==> src/irq_bank_pkg.sv <==
// constants for the peripheral interrupt flag and enable bank
//
// Notes on behaviour
// - enable bits 6,1,0 writable, reset zero
// - unimplemented bits read zero, ignore writes
// - timer zero overflow sets sticky bit 5
// - pin-change bit 4 is OR of ports
// - external pin event sets sticky bit 0
// - flags set regardless of any enable
// - timer one gate close sets bit 7
// - conversion done sets bit 6
// - receive bit 5 mirrors buffer not empty
// - transmit bit 4 mirrors buffer empty
// - sync port completion sets sticky bit 3
// - bus collision sets sticky bit 2
// - timer two period match sets bit 1
// - timer one overflow sets bit 0
// - comparator flags bits 6 and 5
// - nonvolatile task done sets bit 4
// - oscillator rollover sets bit 0
// - peripheral gate enable must allow requests
// - global enable passes or blocks all
package irq_bank_pkg;

   localparam int unsigned ADDR_W = 5;
   localparam int unsigned DATA_W = 32;
   localparam int unsigned REG_W  = 8;

   // ==========================================================
   // register byte offsets
   localparam logic [ADDR_W-1:0] OFF_ENABLE_4 = 5'h00;
   localparam logic [ADDR_W-1:0] OFF_FLAGS_0  = 5'h04;
   localparam logic [ADDR_W-1:0] OFF_FLAGS_1  = 5'h08;
   localparam logic [ADDR_W-1:0] OFF_FLAGS_2  = 5'h0C;
   localparam logic [ADDR_W-1:0] OFF_CONTROL  = 5'h10;

   // ==========================================================
   // implemented-bit masks
   localparam logic [REG_W-1:0] MASK_ENABLE_4 = 8'h43;
   localparam logic [REG_W-1:0] MASK_FLAGS_0  = 8'h31;
   localparam logic [REG_W-1:0] MASK_FLAGS_1  = 8'hFF;
   localparam logic [REG_W-1:0] MASK_FLAGS_2  = 8'h71;
   localparam logic [REG_W-1:0] MASK_CONTROL  = 8'hC0;
   // software-writable flag bits (read-only mirrors excluded)
   localparam logic [REG_W-1:0] WR_FLAGS_0    = 8'h21;
   localparam logic [REG_W-1:0] WR_FLAGS_1    = 8'hCF;
   localparam logic [REG_W-1:0] RESET_VALUE   = 8'h00;

   // ==========================================================
   // bit positions
   localparam int unsigned BIT_WAVEFORM_GEN_EN = 6;
   localparam int unsigned BIT_CAPCOMP_B_EN    = 1;
   localparam int unsigned BIT_CAPCOMP_A_EN    = 0;
   localparam int unsigned BIT_TIMER_ZERO_OVF  = 5;
   localparam int unsigned BIT_PIN_CHANGE      = 4;
   localparam int unsigned BIT_EXT_PIN         = 0;
   localparam int unsigned BIT_TIMER_ONE_GATE  = 7;
   localparam int unsigned BIT_CONVERTER_DONE  = 6;
   localparam int unsigned BIT_SERIAL_RX       = 5;
   localparam int unsigned BIT_SERIAL_TX       = 4;
   localparam int unsigned BIT_SYNC_PORT       = 3;
   localparam int unsigned BIT_BUS_COLLISION   = 2;
   localparam int unsigned BIT_TIMER_TWO_MATCH = 1;
   localparam int unsigned BIT_TIMER_ONE_OVF   = 0;
   localparam int unsigned BIT_COMPARATOR_B    = 6;
   localparam int unsigned BIT_COMPARATOR_A    = 5;
   localparam int unsigned BIT_NONVOLATILE     = 4;
   localparam int unsigned BIT_OSC_ROLLOVER    = 0;
   localparam int unsigned BIT_GLOBAL_EN       = 7;
   localparam int unsigned BIT_PERIPH_GATE_EN  = 6;

   typedef enum logic [2:0] {
      SEL_NONE,
      SEL_ENABLE_4,
      SEL_FLAGS_0,
      SEL_FLAGS_1,
      SEL_FLAGS_2,
      SEL_CONTROL
   } reg_sel_e;

   typedef enum {
      BUS_IDLE,
      BUS_ANSWER
   } bus_state_e;

endpackage

==> src/irq_flag_bank.sv <==
// peripheral interrupt flag and enable bank with an Avalon-MM slave
module irq_flag_bank
   import irq_bank_pkg::*;
#(
   parameter int unsigned PORT_COUNT     = 3,
   parameter bit          HAS_COMPARATOR_B = 1'b1
)
(
   input  wire logic                             ref_clk_i,
   input  wire logic                             rst_b_i,
   input  wire logic [irq_bank_pkg::ADDR_W-1:0]  avs_address_i,
   input  wire logic                             avs_read_i,
   input  wire logic                             avs_write_i,
   input  wire logic [irq_bank_pkg::DATA_W-1:0]  avs_writedata_i,
   output logic      [irq_bank_pkg::DATA_W-1:0]  avs_readdata_o,
   output logic                                  avs_waitrequest_o,
   input  wire logic                             timer_zero_ovf_i,
   input  wire logic [PORT_COUNT-1:0]            port_change_flags_i,
   input  wire logic                             ext_pin_irq_i,
   input  wire logic                             timer_one_gate_close_i,
   input  wire logic                             converter_done_i,
   input  wire logic                             rx_buf_not_empty_i,
   input  wire logic                             tx_buf_empty_i,
   input  wire logic                             sync_port_done_i,
   input  wire logic                             bus_collision_i,
   input  wire logic                             timer_two_match_i,
   input  wire logic                             timer_one_ovf_i,
   input  wire logic                             comparator_a_i,
   input  wire logic                             comparator_b_i,
   input  wire logic                             nonvolatile_done_i,
   input  wire logic                             oscillator_rollover_i,
   input  wire logic [irq_bank_pkg::REG_W-1:0]   flags_0_en_i,
   input  wire logic [irq_bank_pkg::REG_W-1:0]   flags_1_en_i,
   input  wire logic [irq_bank_pkg::REG_W-1:0]   flags_2_en_i,
   input  wire logic [irq_bank_pkg::REG_W-1:0]   flags_4_i,
   output logic      [irq_bank_pkg::REG_W-1:0]   enable_4_o,
   output logic                                  irq_req_o
);
   import irq_bank_pkg::*;

   // ==========================================================
   // address decode
   function automatic reg_sel_e decode(input logic [ADDR_W-1:0] addr);
      reg_sel_e sel;
      sel = SEL_NONE;
      case (addr)
         OFF_ENABLE_4: sel = SEL_ENABLE_4;
         OFF_FLAGS_0:  sel = SEL_FLAGS_0;
         OFF_FLAGS_1:  sel = SEL_FLAGS_1;
         OFF_FLAGS_2:  sel = SEL_FLAGS_2;
         OFF_CONTROL:  sel = SEL_CONTROL;
         default:      sel = SEL_NONE;
      endcase
      return sel;
   endfunction

   // ==========================================================
   // bus handshake: one wait cycle, then the answer cycle
   bus_state_e            bus_q;
   bus_state_e            bus_d;
   logic [DATA_W-1:0]     rdata_q;
   logic [DATA_W-1:0]     rdata_d;
   reg_sel_e              sel;
   logic                  wr_take;
   logic [REG_W-1:0]      wbyte;

   logic [REG_W-1:0]      enable_4_q;
   logic [REG_W-1:0]      enable_4_d;
   logic [REG_W-1:0]      flags_0_q;
   logic [REG_W-1:0]      flags_0_d;
   logic [REG_W-1:0]      flags_1_q;
   logic [REG_W-1:0]      flags_1_d;
   logic [REG_W-1:0]      flags_2_q;
   logic [REG_W-1:0]      flags_2_d;
   logic [REG_W-1:0]      control_q;
   logic [REG_W-1:0]      control_d;
   logic [REG_W-1:0]      set_0;
   logic [REG_W-1:0]      set_1;
   logic [REG_W-1:0]      set_2;
   logic [REG_W-1:0]      mask_2;
   logic [REG_W-1:0]      view_0;
   logic [REG_W-1:0]      view_1;
   logic                  pending;
   logic                  irq_req_q;
   logic                  irq_req_d;

   assign sel               = decode(avs_address_i);
   assign avs_waitrequest_o = (avs_read_i | avs_write_i) & (bus_q != BUS_ANSWER);
   assign wr_take           = avs_write_i & (bus_q == BUS_ANSWER);
   assign wbyte             = avs_writedata_i[REG_W-1:0];

   // ==========================================================
   // live views of flag registers
   always_comb
   begin
      view_0 = flags_0_q;
      view_0[BIT_PIN_CHANGE] = |port_change_flags_i;
      view_0 = view_0 & MASK_FLAGS_0;
      view_1 = flags_1_q;
      view_1[BIT_SERIAL_RX] = rx_buf_not_empty_i;
      view_1[BIT_SERIAL_TX] = tx_buf_empty_i;
      mask_2 = MASK_FLAGS_2;
      if (!HAS_COMPARATOR_B)
      begin
         mask_2[BIT_COMPARATOR_B] = 1'b0;
      end
   end

   // ==========================================================
   // event set vectors, taken whatever the enables hold
   always_comb
   begin
      set_0 = RESET_VALUE;
      set_1 = RESET_VALUE;
      set_2 = RESET_VALUE;
      set_0[BIT_TIMER_ZERO_OVF]  = timer_zero_ovf_i;
      set_0[BIT_EXT_PIN]         = ext_pin_irq_i;
      set_1[BIT_TIMER_ONE_GATE]  = timer_one_gate_close_i;
      set_1[BIT_CONVERTER_DONE]  = converter_done_i;
      set_1[BIT_SYNC_PORT]       = sync_port_done_i;
      set_1[BIT_BUS_COLLISION]   = bus_collision_i;
      set_1[BIT_TIMER_TWO_MATCH] = timer_two_match_i;
      set_1[BIT_TIMER_ONE_OVF]   = timer_one_ovf_i;
      set_2[BIT_COMPARATOR_B]    = comparator_b_i;
      set_2[BIT_COMPARATOR_A]    = comparator_a_i;
      set_2[BIT_NONVOLATILE]     = nonvolatile_done_i;
      set_2[BIT_OSC_ROLLOVER]    = oscillator_rollover_i;
   end

   // ==========================================================
   // next register values; a hardware set beats a software clear
   always_comb
   begin
      enable_4_d = enable_4_q;
      control_d  = control_q;
      flags_0_d  = flags_0_q;
      flags_1_d  = flags_1_q;
      flags_2_d  = flags_2_q;
      if (wr_take)
      begin
         case (sel)
            SEL_ENABLE_4: enable_4_d = wbyte & MASK_ENABLE_4;
            SEL_FLAGS_0:  flags_0_d  = wbyte & WR_FLAGS_0;
            SEL_FLAGS_1:  flags_1_d  = wbyte & WR_FLAGS_1;
            SEL_FLAGS_2:  flags_2_d  = wbyte & mask_2;
            SEL_CONTROL:  control_d  = wbyte & MASK_CONTROL;
            default:      control_d  = control_q;
         endcase
      end
      flags_0_d = (flags_0_d | set_0) & WR_FLAGS_0;
      flags_1_d = (flags_1_d | set_1) & WR_FLAGS_1;
      flags_2_d = (flags_2_d | set_2) & mask_2;
   end

   // ==========================================================
   // request gating
   always_comb
   begin
      pending   = |(view_0 & flags_0_en_i) | |(view_1 & flags_1_en_i)
                | |(flags_2_q & flags_2_en_i) | |(flags_4_i & enable_4_q);
      irq_req_d = pending & control_q[BIT_PERIPH_GATE_EN]
                & control_q[BIT_GLOBAL_EN];
   end

   // ==========================================================
   // bus next state and read data
   always_comb
   begin
      bus_d   = BUS_IDLE;
      rdata_d = rdata_q;
      case (bus_q)
         BUS_IDLE:
         begin
            if (avs_read_i | avs_write_i)
            begin
               bus_d   = BUS_ANSWER;
               rdata_d = '0;
               case (sel)
                  SEL_ENABLE_4: rdata_d[REG_W-1:0] = enable_4_q;
                  SEL_FLAGS_0:  rdata_d[REG_W-1:0] = view_0;
                  SEL_FLAGS_1:  rdata_d[REG_W-1:0] = view_1;
                  SEL_FLAGS_2:  rdata_d[REG_W-1:0] = flags_2_q;
                  SEL_CONTROL:  rdata_d[REG_W-1:0] = control_q;
                  default:      rdata_d = '0;
               endcase
            end
         end
         BUS_ANSWER: bus_d = BUS_IDLE;
         default:    bus_d = BUS_IDLE;
      endcase
   end

   always_ff @(posedge ref_clk_i or negedge rst_b_i)
   begin
      if (!rst_b_i)
      begin
         bus_q      <= BUS_IDLE;
         rdata_q    <= '0;
         enable_4_q <= RESET_VALUE;
         flags_0_q  <= RESET_VALUE;
         flags_1_q  <= RESET_VALUE;
         flags_2_q  <= RESET_VALUE;
         control_q  <= RESET_VALUE;
         irq_req_q  <= 1'b0;
      end
      else
      begin
         bus_q      <= bus_d;
         rdata_q    <= rdata_d;
         enable_4_q <= enable_4_d;
         flags_0_q  <= flags_0_d;
         flags_1_q  <= flags_1_d;
         flags_2_q  <= flags_2_d;
         control_q  <= control_d;
         irq_req_q  <= irq_req_d;
      end
   end

   assign avs_readdata_o = rdata_q;
   assign enable_4_o     = enable_4_q;
   assign irq_req_o      = irq_req_q;

   // ==========================================================
   // checks
   property p_enable_unimpl;
      @(posedge ref_clk_i) disable iff (!rst_b_i)
      (enable_4_q & ~MASK_ENABLE_4) == 8'h00;
   endproperty
   a_enable_unimpl: assert property (p_enable_unimpl)
      else $error("unimplemented enable bit set");

   property p_enable_write;
      @(posedge ref_clk_i) disable iff (!rst_b_i)
      wr_take && sel == SEL_ENABLE_4 |=> enable_4_q == ($past(wbyte) & MASK_ENABLE_4);
   endproperty
   a_enable_write: assert property (p_enable_write)
      else $error("enable write not stored");

   property p_timer_zero_sticky;
      @(posedge ref_clk_i) disable iff (!rst_b_i)
      timer_zero_ovf_i |=> flags_0_q[BIT_TIMER_ZERO_OVF];
   endproperty
   a_timer_zero_sticky: assert property (p_timer_zero_sticky)
      else $error("timer zero overflow flag not set");

   property p_ext_pin_hold;
      @(posedge ref_clk_i) disable iff (!rst_b_i)
      flags_0_q[BIT_EXT_PIN] && !(wr_take && sel == SEL_FLAGS_0)
      |=> flags_0_q[BIT_EXT_PIN];
   endproperty
   a_ext_pin_hold: assert property (p_ext_pin_hold)
      else $error("external pin flag dropped without a write");

   property p_pin_change_or;
      @(posedge ref_clk_i) disable iff (!rst_b_i)
      bus_q == BUS_IDLE && avs_read_i && sel == SEL_FLAGS_0
      |=> avs_readdata_o[BIT_PIN_CHANGE] == $past(|port_change_flags_i);
   endproperty
   a_pin_change_or: assert property (p_pin_change_or)
      else $error("pin change flag differs from port flags");

   property p_rx_read;
      @(posedge ref_clk_i) disable iff (!rst_b_i)
      bus_q == BUS_IDLE && avs_read_i && sel == SEL_FLAGS_1
      |=> avs_readdata_o[BIT_SERIAL_RX] == $past(rx_buf_not_empty_i)
          && avs_readdata_o[BIT_SERIAL_TX] == $past(tx_buf_empty_i);
   endproperty
   a_rx_read: assert property (p_rx_read)
      else $error("serial mirror bits read wrong");

   property p_set_wins;
      @(posedge ref_clk_i) disable iff (!rst_b_i)
      wr_take && sel == SEL_FLAGS_1 && sync_port_done_i |=> flags_1_q[BIT_SYNC_PORT];
   endproperty
   a_set_wins: assert property (p_set_wins)
      else $error("sync port event lost against a clear");

   property p_gate_blocks;
      @(posedge ref_clk_i) disable iff (!rst_b_i)
      !control_q[BIT_GLOBAL_EN] || !control_q[BIT_PERIPH_GATE_EN] |=> !irq_req_o;
   endproperty
   a_gate_blocks: assert property (p_gate_blocks)
      else $error("request passed a closed gate");

   property p_request;
      @(posedge ref_clk_i) disable iff (!rst_b_i)
      control_q[BIT_GLOBAL_EN] && control_q[BIT_PERIPH_GATE_EN]
      && (flags_1_q[BIT_TIMER_ONE_OVF] && flags_1_en_i[BIT_TIMER_ONE_OVF]) |=> irq_req_o;
   endproperty
   a_request: assert property (p_request)
      else $error("enabled flag raised no request");

   property p_answer_time;
      @(posedge ref_clk_i) disable iff (!rst_b_i)
      $rose(avs_read_i) && bus_q == BUS_IDLE |-> avs_waitrequest_o ##1 !avs_waitrequest_o;
   endproperty
   a_answer_time: assert property (p_answer_time)
      else $error("answer not on second cycle");

   // read-only mirrors and unused bits must never be stored in the flag registers
   property p_flags_unimpl;
      @(posedge ref_clk_i) disable iff (!rst_b_i)
      (flags_0_q & ~WR_FLAGS_0) == 8'h00 && (flags_1_q & ~WR_FLAGS_1) == 8'h00
      && (flags_2_q & ~MASK_FLAGS_2) == 8'h00;
   endproperty
   a_flags_unimpl: assert property (p_flags_unimpl)
      else $error("unimplemented flag bit set");

   property p_gate_close_sets;
      @(posedge ref_clk_i) disable iff (!rst_b_i)
      timer_one_gate_close_i |=> flags_1_q[BIT_TIMER_ONE_GATE];
   endproperty
   a_gate_close_sets: assert property (p_gate_close_sets)
      else $error("timer one gate flag not set");

   property p_converter_sets;
      @(posedge ref_clk_i) disable iff (!rst_b_i)
      converter_done_i |=> flags_1_q[BIT_CONVERTER_DONE];
   endproperty
   a_converter_sets: assert property (p_converter_sets)
      else $error("converter flag not set");

   property p_timer_two_sets;
      @(posedge ref_clk_i) disable iff (!rst_b_i)
      timer_two_match_i |=> flags_1_q[BIT_TIMER_TWO_MATCH];
   endproperty
   a_timer_two_sets: assert property (p_timer_two_sets)
      else $error("timer two match flag not set");

   property p_timer_one_sets;
      @(posedge ref_clk_i) disable iff (!rst_b_i)
      timer_one_ovf_i |=> flags_1_q[BIT_TIMER_ONE_OVF];
   endproperty
   a_timer_one_sets: assert property (p_timer_one_sets)
      else $error("timer one overflow flag not set");

   property p_nonvolatile_sets;
      @(posedge ref_clk_i) disable iff (!rst_b_i)
      nonvolatile_done_i |=> flags_2_q[BIT_NONVOLATILE];
   endproperty
   a_nonvolatile_sets: assert property (p_nonvolatile_sets)
      else $error("nonvolatile flag not set");

   property p_rollover_sets;
      @(posedge ref_clk_i) disable iff (!rst_b_i)
      oscillator_rollover_i |=> flags_2_q[BIT_OSC_ROLLOVER];
   endproperty
   a_rollover_sets: assert property (p_rollover_sets)
      else $error("oscillator rollover flag not set");

endmodule

==> config.mk <==
export PLATFORM = sky130hd
export DESIGN_NAME = irq_flag_bank
export DESIGN_NICKNAME = d
export VERILOG_FILES = /design/src/irq_bank_pkg.sv /design/src/irq_flag_bank.sv
export SDC_FILE = /design/constraint.sdc
export NUM_CORES = 1
export LEC_CHECK = 0
export ABC_AREA = 1
export BUFFER_PORTS_ARGS = -buffer_cell sky130_fd_sc_hd__buf_2
export CORE_MARGIN = 2
export CORE_UTILIZATION = 42
export CTS_CLUSTER_DIAMETER = 150
export CTS_CLUSTER_SIZE = 10
export DETAILED_ROUTE_END_ITERATION = 12
export GPL_TIMING_DRIVEN = 1
export PLACE_DENSITY = 0.95
export SYNTH_ARGS = -nofsm -noshare
export SYNTH_HDL_FRONTEND = slang
export SYNTH_SLANG_ARGS = --single-unit
==> constraint.sdc <==
create_clock -name ref_clk_i -period 1.98 [get_ports ref_clk_i]
set_input_delay 0.297 -clock ref_clk_i [delete_from_list [all_inputs] [get_ports ref_clk_i]]
set_output_delay 0.297 -clock ref_clk_i [all_outputs]
set_load 0.02 [all_outputs]
# After elaboration in Yosys (flattened, before gate mapping)
# Cells that the tools add are included.
dict set report totals {
  reg_bits 58
  latchBits 0
  ram_bits 0
  rom_bits 0
  input_bits 90
  out_inout_bits 42
  n_memories 0
}
dict set report classes {
  add_sub_neg 0
  n_mul 0
  div 0
  magnitude_cmp 0
  eq_ne 11
  shifts 0
  muxes 10
  bitwise 15
  n_reduce_logical 10
}
# op count
set ops {}
lappend ops {{8-bit one-hot mux with 5 select lines} 1}
lappend ops {{32-bit by 2-bit == test with 1-bit output, second input constant} 1}
lappend ops {{32-bit zero test} 1}
lappend ops {{32-bit 2-to-1 mux} 1}
lappend ops {{32-bit by 2-bit != test with 1-bit output, second input constant} 1}
lappend ops {{8-bit OR reduction} 4}
lappend ops {{8-bit 2-to-1 mux} 2}
lappend ops {{3-bit one-hot mux with 5 select lines} 1}
lappend ops {{7-bit 2-to-1 mux} 2}
lappend ops {{6-bit 2-to-1 mux} 2}
lappend ops {{5-bit by 4-bit == test with 1-bit output, second input constant} 2}
lappend ops {{6-bit by 8-bit AND with 8-bit output} 1}
lappend ops {{7-bit by 8-bit AND with 8-bit output} 1}
lappend ops {{8-bit by 7-bit AND with 8-bit output} 1}
lappend ops {{8-bit AND} 1}
lappend ops {{8-bit bitwise OR} 1}
lappend ops {{7-bit bitwise OR} 1}
lappend ops {{3-bit by 2-bit == test with 1-bit output, second input constant} 2}
lappend ops {{3-bit == test, second input constant} 2}
lappend ops {{6-bit bitwise OR} 1}
lappend ops {{2-bit AND reduction} 3}
lappend ops {{5-bit by 3-bit == test with 1-bit output, second input constant} 1}
lappend ops {{5-bit == test, second input constant} 1}
lappend ops {{5-bit zero test} 1}
lappend ops {{5 further kinds} 11}

# Logic depth before layout (Yosys ltp)
dict set report logic_depth {
  ltp_word 8
  depth_mapped 8
  depth_no_buf 8
}

# Worst setup path before layout
# No wires, ideal clock.
dict set report synth_timing {
  path_type {input port to flip-flop}
  start {in avs_write_i}
  end {reg rdata_q[0], in the netlist avs_readdata_o[0]}
  setup_ps 123
  t_arrival_ps 1111
  required_time_ps 1857
  path_slack_ps 746
  stages 4
  path_buffers 0
  path_cell_list {o21bai_2 > clkinv_1 > o21ai_0 > nand2_1}
}
dict set report synth_via {
  elab_chain_cells 2
}
# item line_no
set synth_lines {}
lappend synth_lines {{start: declaration} irq_flag_bank.sv:13} ;# input wire logic avs_write_i,
lappend synth_lines {{1-bit bitwise OR} irq_flag_bank.sv:174} ;# if (avs_read_i | avs_write_i)
lappend synth_lines {{2-bit AND reduction (no source line)} -}
lappend synth_lines {{end signal: assignment} irq_flag_bank.sv:209} ;# rdata_q <= rdata_d;
lappend synth_lines {{end: declaration} irq_flag_bank.sv:61} ;# logic [DATA_W-1:0] rdata_q;
# Every way passes these cells.
# A chain may end at the register's enable or synchronous reset.

# Final worst setup path
dict set report layout_timing {
  start {reg bus_q[0]}
  end {out avs_waitrequest_o}
}
dict set report layout_via {
  elab_chain_cells 2
}
# item line_no
set layout_lines {}
lappend layout_lines {{start: declaration} irq_flag_bank.sv:59} ;# bus_state_e bus_q;
lappend layout_lines {{start signal: assignment} irq_flag_bank.sv:208} ;# bus_q <= bus_d;
lappend layout_lines {{32-bit by 2-bit != test with 1-bit output} irq_flag_bank.sv:88} ;# assign avs_waitrequest_o = (avs_read_i | avs_write_i) & (bus_q != BUS_ANSWER);
lappend layout_lines {{1-bit AND} irq_flag_bank.sv:88}
lappend layout_lines {{end: declaration} irq_flag_bank.sv:16} ;# output logic avs_waitrequest_o,
# Every way passes these cells.

==> tab_implementation.tex <==
\begin{tabular}{lr}
\hline
Metric & Value \\
\hline
\multicolumn{2}{l}{\textbf{Run status}} \\
\quad Outcome & complete, no violations \\
\multicolumn{2}{l}{\textbf{GRT}} \\
\quad Global-route usage over all layers & 0.180 \\
\quad Largest net degree at the start of global routing & 28 \\
\quad Vias in the first global route & 1,344 \\
\quad Remaining global-route overflow & 0 \\
\quad First-pass GRT wire length & 6.04 mm \\
\quad Initial antenna violation count & 0 \\
\multicolumn{2}{l}{\textbf{Timing}} \\
\quad Summed negative setup slack over all endpoints & 0 ns \\
\quad Final number of max-transition violations & 0 \\
\quad Max\_slew headroom & 0.611 \\
\quad Number of failing hold endpoints at the final stage & 0 \\
\quad Share of the clock period used by the worst path & 0.689 \\
\quad Post-layout worst setup margin & 0.616 ns \\
\quad Worst slew pin tran & 0.583 ns \\
\quad Setup violation total in the final timing report & 0 \\
\quad Worst clock skew & 0.00551 ns \\
\quad Peak clock frequency supported by timing & 733 MHz \\
\quad Final worst path period need & 1.36 ns \\
\quad Setup repair after global routing missed its margin & false \\
\quad Final hold slack & 0.0182 ns \\
\multicolumn{2}{l}{\textbf{CTS}} \\
\quad Clock tree root driver cell & sky130\_fd\_sc\_hd\_\_clkbuf\_8 \\
\quad Clock H-tree levels & 1 \\
\quad Number of sinks on the clock net & 27 \\
\quad Maximum buffer depth of the clock tree & 2 \\
\quad Clock transition at path regs & 0.09 ns \\
\quad Number of buffers added by the clock tree synthesis step & 3 \\
\quad Clock latency on the worst-skew pair & 0.27 ns \\
\quad Post-CTS Hold Buffers & 0 \\
\quad Setup bufs post-CTS & 0 \\
\quad TritonCTS clock tree & yes \\
\quad CTS-repair resized insts & 0 \\
\multicolumn{2}{l}{\textbf{Route}} \\
\quad Antenna violation net count after detailed routing & 0 \\
\quad Vias per cell & 4.62 \\
\quad Detailed-router iteration count before antenna repair & 4 \\
\quad DR vias & 1,523 \\
\quad Violation count after the first detailed-routing iteration & 81 \\
\quad Number of remaining DRC errors & 0 \\
\quad Sum of routed wire length over all layers & 3.84 mm \\
\quad Drt wl/cell & 11.6 um \\
\multicolumn{2}{l}{\textbf{Final layout}} \\
\quad Filler cells & 394 \\
\quad Nets & 373 \\
\quad Final design utilization & 0.532 \\
\quad Final antenna diode count & 0 \\
\quad Sequential cell area & 676 um2 \\
\quad Area growth, synth to finish & 20.0\% \\
\quad Share of layout cells above drive strength 1 & 0.294 \\
\quad Footprint of the multi-input gates & 806 um2 \\
\quad Post-route cell area & 0.00198 mm2 \\
\multicolumn{2}{l}{\textbf{Setup path}} \\
\quad Worst path buffer plus inverter count & 2 \\
\quad Reg-to-Reg End & flags\_0\_q[5]\$\_DFF\_PN0\_ \\
\quad Path length in cells of the critical path & 3 \\
\quad Crit-path max FO & 2 \\
\quad Slowest cell on the critical path & sky130\_fd\_sc\_hd\_\_dfrtp\_1 \\
\quad Data arrival time of the worst path & 1.07 ns \\
\quad Worst endpoint required time & 1.68 ns \\
\quad Number of cells on the worst reg-to-reg path & 5 \\
\quad WS Path Type & reg2out \\
\quad Register-to-Register Setup Slack & 0.67 ns \\
\quad Cell-by-cell trace of the critical path & o21bai\_2 > clkinv\_1 > buf\_2 \\
\quad Startpoint of the worst register-to-register path & bus\_q[0]\$\_DFF\_PN0\_ \\
\quad Delay-heaviest family, CP & flip-flops \\
\quad Kind of launch point of the worst setup path & flip-flop \\
\quad Kind of end point of the critical path & primary output \\
\quad Largest stage delay, worst path & 0.38 ns \\
\multicolumn{2}{l}{\textbf{Power and ir drop}} \\
\quad Switching share of total power & 0.314 \\
\quad Part of the total power dissipated in combinational logic & 0.230 \\
\quad Switching component of the power & 370 uW \\
\quad Static leakage & 1.14 nW \\
\quad Power per cell area & 595 mW/mm2 \\
\quad Sequential share of power & 0.509 \\
\quad Max rail drop VDD & 0.000325 V \\
\quad Int Power & 807 uW \\
\quad Portion of total power attributed to the clock network & 0.262 \\
\multicolumn{2}{l}{\textbf{Synthesis}} \\
\quad Cell accounting for the most synthesized area & sky130\_fd\_sc\_hd\_\_dfrtp\_1 \\
\quad Count of flip-flops with a built-in enable after synthesis & 0 \\
\quad Dominant cells by area after synthesis & sky130\_fd\_sc\_hd\_\_dfrtp\_1 41\%, sky130\_fd\_sc\_hd\_\_nand2\_1 18\%, sky130\_fd\_sc\_hd\_\_buf\_4 13\% \\
\quad Portion of the post-synthesis area used by sequential elements & 0.410 \\
\quad Cell count after synthesis & 213 \\
\quad Share of the synthesized area in the top cell type & 0.410 \\
\quad Warnings from Yosys & 0 \\
\quad Primary flip-flop cell chosen by synthesis mapping & sky130\_fd\_sc\_hd\_\_dfrtp\_1 \\
\quad Share of synthesized flip-flops with an asynchronous set or reset & 1.00 \\
\quad Leading cell types by count after synthesis & 79 x sky130\_fd\_sc\_hd\_\_nand2\_1, 29 x sky130\_fd\_sc\_hd\_\_buf\_4, 27 x sky130\_fd\_sc\_hd\_\_dfrtp\_1 \\
\quad Post-synthesis instance area & 0.00165 mm2 \\
\quad Count of distinct cell types in the synthesized netlist & 23 \\
\quad Number of synthesized register bits & 27 \\
\quad Cell with the most instances after synthesis & sky130\_fd\_sc\_hd\_\_nand2\_1 \\
\quad Mean area per synthesized cell & 7.73 um2 \\
\multicolumn{2}{l}{\textbf{Floorplanning}} \\
\quad Initial cell density of the core & 0.443 \\
\quad Die area & 0.00444 mm2 \\
\quad Die Span Y & 66.6 um \\
\quad Die span in x & 66.6 um \\
\quad Top-Level Pins & 132 \\
\quad Std cell rows & 22 \\
\quad Core Area & 0.00372 mm2 \\
\multicolumn{2}{l}{\textbf{Worst hold path}} \\
\quad Class of the tightest hold or removal check & in2async \\
\multicolumn{2}{l}{\textbf{Place}} \\
\quad Pre-CTS setup slack & 0.604 ns \\
\quad Detailed-placement wirelength estimate & 3.23 mm \\
\quad Cell area reported after detailed placement & 0.00193 mm2 \\
\quad Count of buffers inserted at the top-level ports & 64 \\
\quad Final RePlAce weighted congestion & 0.892 \\
\multicolumn{2}{l}{\textbf{Run}} \\
\quad Total of max-cap violations & 0 \\
\hline
\end{tabular}
## layout by cell type (no fill, tap or decap), types with 2 or more instances in the layout
master	instances
sky130_fd_sc_hd__o21ai_1	2
sky130_fd_sc_hd__nand3_1	14
sky130_fd_sc_hd__buf_4	2
sky130_fd_sc_hd__nand2_4	2
sky130_fd_sc_hd__nand3b_1	6
sky130_fd_sc_hd__nor2_1	7
sky130_fd_sc_hd__a21oi_1	8
sky130_fd_sc_hd__nor2_4	3
sky130_fd_sc_hd__clkbuf_8	3
sky130_fd_sc_hd__nand2_1	79
sky130_fd_sc_hd__inv_1	8
sky130_fd_sc_hd__nand4_1	7
sky130_fd_sc_hd__o21ai_0	10
sky130_fd_sc_hd__nor2_2	2
sky130_fd_sc_hd__buf_2	64
sky130_fd_sc_hd__conb_1	29
sky130_fd_sc_hd__dfrtp_1	27
## through the flow
stage,cells,power (mW)
CTS,330,1.18
detailed placement,326,0.880
global route,330,1.24
finish,330,1.18
floorplan,241,0.804
global placement,326,0.873
## registers in the layout, indices dropped and copies added (netlist names)
name	cells
flags_0_q	2
avs_readdata_o	8
bus_q	1
enable_4_o	3
flags_2_q	4
control_q	2
irq_req_o	1
flags_1_q	6
## cells by family after synthesis
| family | Yosys count | share of synthesized area |
|---|---|---|
| compound gates | 22 | 0.0730 |
| flops | 27 | 0.410 |
| buf+inv | 41 | 0.164 |
| simple gates | 122 | 0.350 |
| other cells | 1 | 0.00228 |
## worst register-to-register path, stage by stage, from the launching register on
cell,delay (ns)
sky130_fd_sc_hd__dfrtp_1,0.35
sky130_fd_sc_hd__nand2_1,0.15
sky130_fd_sc_hd__inv_1,0.27
sky130_fd_sc_hd__nand3_1,0.20
sky130_fd_sc_hd__a21oi_1,0.15
sky130_fd_sc_hd__o21ai_0,0.08
## routing by layer
metal / vias to the layer above / track usage / share of wire
li1: 771 / - / -
met1: 680 / 0.233 / 0.42
met2: 66 / 0.310 / 0.50
met3: 6 / 0.0355 / 0.075
met4: 0 / 0.0383 / 0.0096
met5: - / 0 / 0
## power by group through the flow
stage / Sequential (mW) / Combinational (mW) / Clock (mW)
after CTS: 0.599 / 0.271 / 0.313
after global routing: 0.603 / 0.298 / 0.337
after global placement: 0.608 / 0.265 / 0
after floorplan: 0.627 / 0.177 / 0
final: 0.599 / 0.270 / 0.308
after detailed placement: 0.610 / 0.270 / 0
## final cells by class
cell class / count / area share
repair buffers: 66 / 0.170
clock buffers: 3 / 0.0209
clock inverters: 1 / 0.00253
multi-input cells: 173 / 0.408
well taps: 48 / 0.0304
flip-flops and latches: 27 / 0.342
inverters: 12 / 0.0266
## how the worst max path moves through the flow
| stage | from | to | slack (ns) |
|---|---|---|---|
| 2_1_floorplan | avs_write_i | avs_readdata_o[0]$_DFFE_PN0P_ | 0.75 |
| 3_3_place_gp | avs_address_i[1] | flags_1_q[6]$_DFF_PN0_ | 0.63 |
| 3_5_place_dp | avs_address_i[1] | flags_1_q[0]$_DFF_PN0_ | 0.60 |
| 4_1_cts | bus_q[0]$_DFF_PN0_ | avs_waitrequest_o | 0.61 |
| 5_1_grt | bus_q[0]$_DFF_PN0_ | flags_2_q[6]$_DFF_PN0_ | 0.52 |
| 6_report | bus_q[0]$_DFF_PN0_ | avs_waitrequest_o | 0.62 |
Note: power is estimated with default switching activity, not from simulation.
